==> config.mk <==
export PLATFORM = sky130hd
export DESIGN_NAME = motor_pwm_compare_preload
export DESIGN_NICKNAME = d
export VERILOG_FILES = /design/src/verilog/motor_pwm_pkg.sv /design/src/verilog/motor_pwm_compare_preload.sv
export VERILOG_INCLUDE_DIRS = /design/src /design/src/verilog
export SDC_FILE = /design/constraint.sdc
export NUM_CORES = 1
export LEC_CHECK = 0
export BUFFER_PORTS_ARGS = -buffer_cell sky130_fd_sc_hd__buf_4
export CORE_MARGIN = 1
export CORE_UTILIZATION = 48
export DETAILED_ROUTE_END_ITERATION = 10
export GPL_TIMING_DRIVEN = 0
export PLACE_DENSITY_LB_ADDON = 0.08
export SKIP_CTS_REPAIR_TIMING = 1
export SLEW_MARGIN = 20
export SYNTH_ARGS = -nofsm -noshare
export SYNTH_HDL_FRONTEND = slang
export SYNTH_SLANG_ARGS = --single-unit
==> constraint.sdc <==
create_clock -name pclk -period 1.8 [get_ports pclk]
set_input_delay 0.18 -clock pclk [delete_from_list [all_inputs] [get_ports pclk]]
set_output_delay 0.18 -clock pclk [all_outputs]
set_load 0.01 [all_outputs]
==> src/verilog/motor_pwm_cfg.svh <==
`ifndef MOTOR_PWM_CFG_SVH
`define MOTOR_PWM_CFG_SVH
// register byte offsets on the apb slave
`define OFF_PH_U_HI   8'h00
`define OFF_PH_U_LO   8'h04
`define OFF_PH_STRIDE 8'h08
`define OFF_PER_HI    8'h18
`define OFF_PER_LO    8'h1C
`define OFF_PWM_CTL   8'h20
`define OFF_REP       8'h24
`define OFF_MOTOR_CONTROL_REGISTER_A      8'h28
`define OFF_PST       8'h2C
`define OFF_POL       8'h30
`define OFF_DT        8'h34
// field positions
`define MOTOR_CONTROL_REGISTER_A_CKE_BIT  0
`define MOTOR_CONTROL_REGISTER_A_DAC_BIT  1
`define CTL_PMS_BIT   7
`define CTL_FULL_U    6
// reset values
`define RST_PH        8'h00
`define RST_PER_HI    4'hF
`define RST_PER_LO    8'hFF
`define RST_REP       8'h00
`define RST_POL_WO    6'h3F
`define RST_DT        8'hFF
`endif

==> src/verilog/motor_pwm_pkg.sv <==
package motor_pwm_pkg;
  typedef struct packed {
    logic        psel;
    logic        penable;
    logic        pwrite;
    logic [7:0]  paddr;
    logic [31:0] pwdata;
  } apb_req_type;
  typedef struct packed {
    logic [31:0] prdata;
    logic        pready;
    logic        pslverr;
  } apb_rsp_type;
endpackage
==> src/verilog/motor_pwm_compare_preload.sv <==
// Contract
// each phase duty is 13 bits: full high byte plus low register bits 7:3.
// phase low registers bits 2:0 reserved; all phase registers reset to zero.
// period high keeps bits 3:0 only, bits 7:4 reserved, resets to 0Fh.
// period low holds the low period byte, resets to FFh.
// both halves written first; pair moves to active only at update event.
// writes land in preload; reads at that address return the active value; PWM control reads return the full-duty preload bits.
// non-phase preloaded registers all move to active together.
// normally that transfer happens on every commutation event; only phase state moves on it here, the others on update event.
// with direct access set, a phase-state write transfers at once.
// software sets write-once bits at startup before other accesses.
// any write to polarity or deadtime register locks its write-once bits.
// locked write-once bits ignore writes until hardware reset.
// repetition counter at zero makes update event and reloads.
// in 8-bit mode active compare keeps only the upper byte.
// full-duty flag forces 100% for one update period, then self-clears.
// setting clock enable loads repetition active value and makes update.
// all three phase compares move to active together on update.
//
// Implementation choices: the APB interface to the registers and the register addresses.
`timescale 1ns/1ps
`include "motor_pwm_cfg.svh"
module motor_pwm_compare_preload #(
  parameter int DUTY_W   = 13,
  parameter int PERIOD_W = 12
) (
  // clock and reset
  input  wire logic                              pclk,
  input  wire logic                              presetn,
  // apb slave
  input  wire motor_pwm_pkg::apb_req_type        apb_req,
  output      motor_pwm_pkg::apb_rsp_type        apb_rsp,
  // events from counter and commutation logic
  input  wire logic                              period_end,
  input  wire logic                              comm_event,
  // active values
  output      logic [2:0][DUTY_W-1:0]            duty_active,
  output      logic [2:0]                        full_duty_active,
  output      logic [PERIOD_W-1:0]               period_active,
  output      logic [5:0]                        phase_state_active,
  output      logic [7:0]                        polarity,
  output      logic [7:0]                        deadtime,
  output      logic                              eight_bit_mode,
  output      logic                              update_event
);
  import motor_pwm_pkg::*;

  // apb decode
  logic        rdy_q;
  logic [31:0] rdata_q;
  logic        err_q;
  logic [31:0] rdata_d;
  logic        hit_d;
  wire         acc     = apb_req.psel & apb_req.penable;
  wire         done    = acc & rdy_q;
  wire         wr_en   = done & apb_req.pwrite;
  wire  [7:0]  addr    = apb_req.paddr;
  wire  [7:0]  wd      = apb_req.pwdata[7:0];
  wire         wr_per_hi = wr_en && addr == `OFF_PER_HI;
  wire         wr_per_lo = wr_en && addr == `OFF_PER_LO;
  wire         wr_ctl    = wr_en && addr == `OFF_PWM_CTL;
  wire         wr_rep    = wr_en && addr == `OFF_REP;
  wire         wr_motor_control_register_a   = wr_en && addr == `OFF_MOTOR_CONTROL_REGISTER_A;
  wire         wr_pst    = wr_en && addr == `OFF_PST;
  wire         wr_pol    = wr_en && addr == `OFF_POL;
  wire         wr_dt     = wr_en && addr == `OFF_DT;

  // control state
  logic                 cke_q, dac_q, pms_q;
  logic [2:0]           full_pre_q, full_act_q;
  logic [3:0]           ctl_low_q;
  logic [7:0]           rep_pre_q, rep_act_q, rep_cnt_q;
  logic [5:0]           pst_pre_q, pst_act_q;
  logic [1:0]           pol_rw_q;
  logic [5:0]           pol_wo_q;
  logic                 pol_lock_q;
  logic                 dt_rw_q;
  logic [6:0]           dt_wo_q;
  logic                 dt_lock_q;
  logic                 upd_q;
  logic [3:0]           per_hi_q;
  logic [7:0]           per_lo_q;
  logic                 got_per_hi_q, got_per_lo_q;
  logic [PERIOD_W-1:0]  per_act_q;
  logic [7:0]           pre_hi_q [3];
  logic [7:0]           pre_lo_q [3];
  logic [2:0]           got_hi_q, got_lo_q;
  logic [2:0][DUTY_W-1:0] duty_q, ph_next;
  logic [2:0]           wr_hi, wr_lo;

  // update and transfer events
  wire cke_rise = wr_motor_control_register_a & wd[`MOTOR_CONTROL_REGISTER_A_CKE_BIT] & ~cke_q;
  wire rep_zero = period_end & cke_q & (rep_cnt_q == 8'h00);
  wire upd_evt  = rep_zero | cke_rise;
  wire pairs_ok = &(~(got_hi_q ^ got_lo_q));
  wire ph_go    = upd_evt & pairs_ok & |(got_hi_q & got_lo_q);
  wire per_go   = upd_evt & got_per_hi_q & got_per_lo_q;
  wire pst_dac  = wr_pst & dac_q;
  wire pst_go   = comm_event | pst_dac;
  wire [5:0] pst_next = pst_dac ? wd[5:0] : pst_pre_q;

  // phase compare preloads
  for (genvar i = 0; i < 3; i++) begin : g_phase
    assign wr_hi[i] = wr_en && addr == 8'(`OFF_PH_U_HI + `OFF_PH_STRIDE * i);
    assign wr_lo[i] = wr_en && addr == 8'(`OFF_PH_U_LO + `OFF_PH_STRIDE * i);
    assign ph_next[i] = pms_q ? {pre_hi_q[i], 5'h00} : {pre_hi_q[i], pre_lo_q[i][7:3]};
    always_ff @(posedge pclk or negedge presetn) begin
      if (!presetn) begin
        pre_hi_q[i] <= `RST_PH;
        pre_lo_q[i] <= `RST_PH;
        got_hi_q[i] <= 1'b0;
        got_lo_q[i] <= 1'b0;
        duty_q[i]   <= '0;
      end else begin
        if (wr_hi[i]) pre_hi_q[i] <= wd;
        if (wr_lo[i]) pre_lo_q[i] <= {wd[7:3], 3'h0};
        got_hi_q[i] <= wr_hi[i] | (got_hi_q[i] & ~ph_go);
        got_lo_q[i] <= wr_lo[i] | (got_lo_q[i] & ~ph_go);
        if (ph_go) duty_q[i] <= ph_next[i];
      end
    end
  end

  // period, control and lock registers
  always_ff @(posedge pclk or negedge presetn) begin
    if (!presetn) begin
      per_hi_q     <= `RST_PER_HI;
      per_lo_q     <= `RST_PER_LO;
      got_per_hi_q <= 1'b0;
      got_per_lo_q <= 1'b0;
      per_act_q    <= {`RST_PER_HI, `RST_PER_LO};
      cke_q        <= 1'b0;
      dac_q        <= 1'b0;
      pms_q        <= 1'b0;
      ctl_low_q    <= 4'h0;
      full_pre_q   <= 3'h0;
      full_act_q   <= 3'h0;
      rep_pre_q    <= `RST_REP;
      rep_act_q    <= `RST_REP;
      rep_cnt_q    <= `RST_REP;
      pst_pre_q    <= 6'h00;
      pst_act_q    <= 6'h00;
      pol_rw_q     <= 2'h0;
      pol_wo_q     <= `RST_POL_WO;
      pol_lock_q   <= 1'b0;
      dt_rw_q      <= 1'(`RST_DT >> 7);
      dt_wo_q      <= 7'(`RST_DT);
      dt_lock_q    <= 1'b0;
      upd_q        <= 1'b0;
    end else begin
      if (wr_per_hi) per_hi_q <= wd[3:0];
      if (wr_per_lo) per_lo_q <= wd;
      got_per_hi_q <= wr_per_hi | (got_per_hi_q & ~per_go);
      got_per_lo_q <= wr_per_lo | (got_per_lo_q & ~per_go);
      if (per_go) per_act_q <= {per_hi_q, per_lo_q};
      if (wr_motor_control_register_a) begin
        cke_q <= wd[`MOTOR_CONTROL_REGISTER_A_CKE_BIT];
        dac_q <= wd[`MOTOR_CONTROL_REGISTER_A_DAC_BIT];
      end
      if (wr_ctl) begin
        pms_q      <= wd[`CTL_PMS_BIT];
        ctl_low_q  <= wd[3:0];
      end
      for (int k = 0; k < 3; k++) begin
        if (wr_ctl) full_pre_q[k] <= wd[`CTL_FULL_U - k];
        else if (upd_evt) full_pre_q[k] <= 1'b0;
      end
      if (upd_evt) full_act_q <= full_pre_q;
      if (wr_rep) rep_pre_q <= wd;
      if (upd_evt) begin
        rep_act_q <= rep_pre_q;
        rep_cnt_q <= rep_pre_q;
      end else if (period_end && cke_q) begin
        rep_cnt_q <= rep_cnt_q - 8'h01;
      end
      if (wr_pst) pst_pre_q <= wd[5:0];
      if (pst_go) pst_act_q <= pst_next;
      if (wr_pol) begin
        pol_rw_q   <= wd[7:6];
        pol_lock_q <= 1'b1;
        if (!pol_lock_q) pol_wo_q <= wd[5:0];
      end
      if (wr_dt) begin
        dt_rw_q   <= wd[7];
        dt_lock_q <= 1'b1;
        if (!dt_lock_q) dt_wo_q <= wd[6:0];
      end
      upd_q <= upd_evt;
    end
  end

  // read mux returns active values, except the full-duty preload bits at PWM control
  always_comb begin
    rdata_d = 32'h0000_0000;
    hit_d   = 1'b1;
    case (addr)
      `OFF_PH_U_HI:                    rdata_d[7:0] = duty_q[0][12:5];
      `OFF_PH_U_LO:                    rdata_d[7:0] = {duty_q[0][4:0], 3'h0};
      `OFF_PH_U_HI + `OFF_PH_STRIDE:   rdata_d[7:0] = duty_q[1][12:5];
      `OFF_PH_U_LO + `OFF_PH_STRIDE:   rdata_d[7:0] = {duty_q[1][4:0], 3'h0};
      `OFF_PH_U_HI + 8'h10:            rdata_d[7:0] = duty_q[2][12:5];
      `OFF_PH_U_LO + 8'h10:            rdata_d[7:0] = {duty_q[2][4:0], 3'h0};
      `OFF_PER_HI:                     rdata_d[3:0] = per_act_q[11:8];
      `OFF_PER_LO:                     rdata_d[7:0] = per_act_q[7:0];
      `OFF_PWM_CTL: rdata_d[7:0] = {pms_q, full_pre_q[0], full_pre_q[1], full_pre_q[2], ctl_low_q};
      `OFF_REP:                        rdata_d[7:0] = rep_act_q;
      `OFF_MOTOR_CONTROL_REGISTER_A:                       rdata_d[1:0] = {dac_q, cke_q};
      `OFF_PST:                        rdata_d[5:0] = pst_act_q;
      `OFF_POL:                        rdata_d[7:0] = {pol_rw_q, pol_wo_q};
      `OFF_DT:                         rdata_d[7:0] = {dt_rw_q, dt_wo_q};
      default:                         hit_d = 1'b0;
    endcase
  end

  // apb response: one wait state
  always_ff @(posedge pclk or negedge presetn) begin
    if (!presetn) begin
      rdy_q   <= 1'b0;
      rdata_q <= 32'h0000_0000;
      err_q   <= 1'b0;
    end else begin
      rdy_q   <= acc & ~rdy_q;
      rdata_q <= (acc & ~rdy_q & ~apb_req.pwrite) ? rdata_d : 32'h0000_0000;
      err_q   <= acc & ~rdy_q & ~hit_d;
    end
  end

  assign apb_rsp.prdata     = rdata_q;
  assign apb_rsp.pready     = rdy_q;
  assign apb_rsp.pslverr    = err_q;
  assign duty_active        = duty_q;
  assign full_duty_active   = full_act_q;
  assign period_active      = per_act_q;
  assign phase_state_active = pst_act_q;
  assign polarity           = {pol_rw_q, pol_wo_q};
  assign deadtime           = {dt_rw_q, dt_wo_q};
  assign eight_bit_mode     = pms_q;
  assign update_event       = upd_q;
endmodule // motor_pwm_compare_preload

==> parameters.txt <==
Parameter                              Value

Detailed routing
  Wire length reported by the detailed router    26020 um
  Via Count    6410
  Number of remaining DRC errors    0
  Per-cell via count in the routed design    5.613
  Router iterations before antenna repair    7
  Number of nets with antenna violations after detailed routing    0
  Iter 0 DRT Violations    312
  Post-detailed-route wirelength per cell    22.78 um

Clocking
  H-tree depth    4
  Clock-pin slew of the registers on the worst-case setup and hold paths    0.07 ns
  Number of buffers created by CTS    17
  CTS max path bufs    2
  Insertion delay to the later sink of the worst-skew pair    0.44 ns
  Num Clock Sinks    188
  Root buf cell    clkbuf_16
  Clock tree from TritonCTS    built

Worst setup path
  Required time at the worst-slack endpoint    2.11 ns
  Critical path endpoint category    flop
  Worst Path Max Fanout    9
  Critical Path Source Type    flop
  Data arrival at the endpoint of the critical path    2.26 ns
  Kind of critical path    reg2reg

Synth
  Post-synthesis cell area    8840 um2
  Part of the Yosys area used for sequential elements    0.5376
  Post-synthesis async set-or-reset flop share    1.000
  Post-synth EDFFs    0
  Dominant cell by count in the synthesized netlist    dfrtp_1
  Prevailing post-synth register cell    dfrtp_1
  Main area contributors after synthesis    dfrtp_1 42%, mux2_2 15%, dfstp_2 11%, mux2_4 4.1%, nand2_1 3.4%
  Mapped Cells    733
  Synthesized flop and latch total    188
  Most common library cells after synthesis    150 x dfrtp_1, 115 x mux2_2, 80 x nand2_1
  Yosys cell types    56
  Library cell occupying the most area in the post-synthesis netlist    dfrtp_1
  Average cell area after synthesis    12.06 um2
  Synth Warn #    0
  Share of Yosys cell area claimed by the top area cell type    0.4246

Job
  Reported max-cap violation count    0

Floorplanning
  Number of rows created at floorplan    49
  Die height    137.7 um
  Effective utilization at floorplan    0.4904
  Die span in x    137.7 um
  # IOs    159
  Area of the die    18960 um2
  Core region area    18020 um2

Power
  Power density of the placed cells    758.8 nW/um2
  Leak Pwr    5.484 nW
  Worst voltage drop across the vdd grid    0.6879 mV
  Post-layout total power    8.433 mW

Placement
  Placer's final routability congestion estimate    0.9652
  Number of buffers added on ports    105
  Dpl ws    -0.5119 ns
  Total half-perimeter wirelength after legalization and detailed placement    18490 um

Timing
  Worst relative slew slack    0.3546
  Slew of the pin with the lowest slew margin    0.9680 ns
  Count of final setup violators    41
  Fin crit share    1.080
  Final setup slack of the worst path    -0.1437 ns
  Post-route clock skew    0.01731 ns
  Maximum clock frequency    514.5 MHz
  Final max-slew violation count    0
  Hold Vio Cnt, Final    0
  Worst-case hold slack    0.007079 ns
  Min Tclk post-route    1.944 ns
  RSZ-0062 raised after global routing    true

Run status
  Result of the run    finished with violations
  Violations in the final reports    setup timing

Finish
  Syn-to-layout area delta    25.72%
  Fraction of final layout cells with drive strength greater than 1    0.4572
  Nets@finish    951

Global route
  Global route overflow    0
  Global-route wire length before repair    37340 um
  Number of antenna violations at the first check in global routing    2
  Maximum number of pins on one net before global-route repair    101
  Vias in the first global route    6122
  GRT Total Usage    0.2780

Hold path
  Path type of the worst min-delay path    in2reg
==> per-layer routing <==
layer	GRT usage	share of wire	vias up
li1	-	-	2889
met1	0.3762	0.44	3294
met2	0.4461	0.49	203
met3	0.06291	0.056	24
met4	0.08152	0.018	0
met5	0	0	-
==> state kept, by name, summed over array words and instances (netlist names), 2 cells and up <==
signal,cells
duty_active,39
pre_hi_q,24
pre_lo_q,15
period_active,12
per_lo_q,8
rdata_q,8
rep_act_q,8
rep_cnt_q,8
rep_pre_q,8
dt_wo_q,7
phase_state_active,6
pol_wo_q,6
pst_pre_q,6
ctl_low_q,4
per_hi_q,4
full_duty_active,3
full_pre_q,3
got_hi_q,3
got_lo_q,3
pol_rw_q,2
==> metrics by stage <==
stage	instance area [um2]	util	cells	setup TNS [ns]
after floorplan	8944	-	756	0
after global placement	10020	0.5558	1090	-131.57
after detailed placement	10050	0.5578	1091	-54.07
after CTS	10620	0.5890	1123	-36.91
after global routing	11110	0.6164	1141	-4.983
final	11110	0.6165	1142	-3.244
==> where the power goes <==
part           internal [mW]  switching [mW]  total [mW]
Sequential              4.24          0.0143        4.26
Combinational          0.160           0.328       0.488
Clock                   1.94            1.74        3.69
Total                   6.35            2.09        8.43
==> layout by cell type (no fill, tap or decap), drive strengths merged, types with 3 or more instances in the layout <==
master | Yosys | final
a21o | 5 | 5
a21oi | 16 | 16
a221oi | 4 | 4
a22o | 5 | 5
a22oi | 18 | 18
a31oi | 6 | 6
and2 | 4 | 4
and4 | 3 | 3
buf | 50 | 169
clkbuf | 19 | 38
clkinv | 0 | 4
conb | 1 | 24
dfrtp | 150 | 150
dfstp | 38 | 38
dlygate4sd3 | 0 | 4
ha | 5 | 5
inv | 6 | 13
mux2 | 139 | 139
mux2i | 18 | 18
nand2 | 81 | 81
nand2b | 18 | 18
nand3 | 16 | 16
nand4 | 11 | 11
nor2 | 29 | 29
nor2b | 9 | 9
nor3 | 11 | 11
nor4 | 10 | 10
nor4b | 3 | 3
o21ai | 35 | 35
o22ai | 3 | 3
or2 | 4 | 4
==> worst max-delay path, cell delays in order (launching register included) <==
cell	delay (ns)
dfrtp_1	0.43
inv_2	0.11
ha_4	0.12
nor2b_4	0.13
and4_4	0.33
o21ai_4	0.09
buf_12	0.17
clkbuf_16	0.16
mux2_4	0.29
==> logic make-up after synthesis <==
family,synth area share
AOI/OAI and AO/OA,0.07460
adders and majority gates,0.007077
buffers and inverters,0.04954
DFF,0.5376
muxes,0.2076
other,0.0004242
and+or+nand+nor,0.1231
==> layout make-up <==
type / instances / area [um2]
repair buffers: 125 / 1100
plain buffers: 68 / 473.0
well taps: 229 / 286.5
inverters: 6 / 22.52
fillers: 1485 / 6912
flip-flops and latches: 188 / 4752
clock inverters: 14 / 133.9
clock buffers: 18 / 429.2
multi-input cells: 493 / 3914
diodes: 1 / 2.502
==> worst paths after layout <==
kind / to / start / slack, ns / depth (start not counted)
max: duty_active[31] / rep_cnt_q[1] / -0.14 / 8
min: pre_hi_q[20] / apb_req[4] / 0.007 / 2
max reg2reg: duty_active[31] / rep_cnt_q[1] / -0.14 / 8
min reg2reg: full_duty_active[0] / full_duty_active[0] / 0.47 / 2
max in group asynchronous: pre_hi_q[1] / presetn / 0.54 / 3
min in group asynchronous: rep_cnt_q[2] / presetn / 0.33 / 2
(Power assumes the default switching activity.)
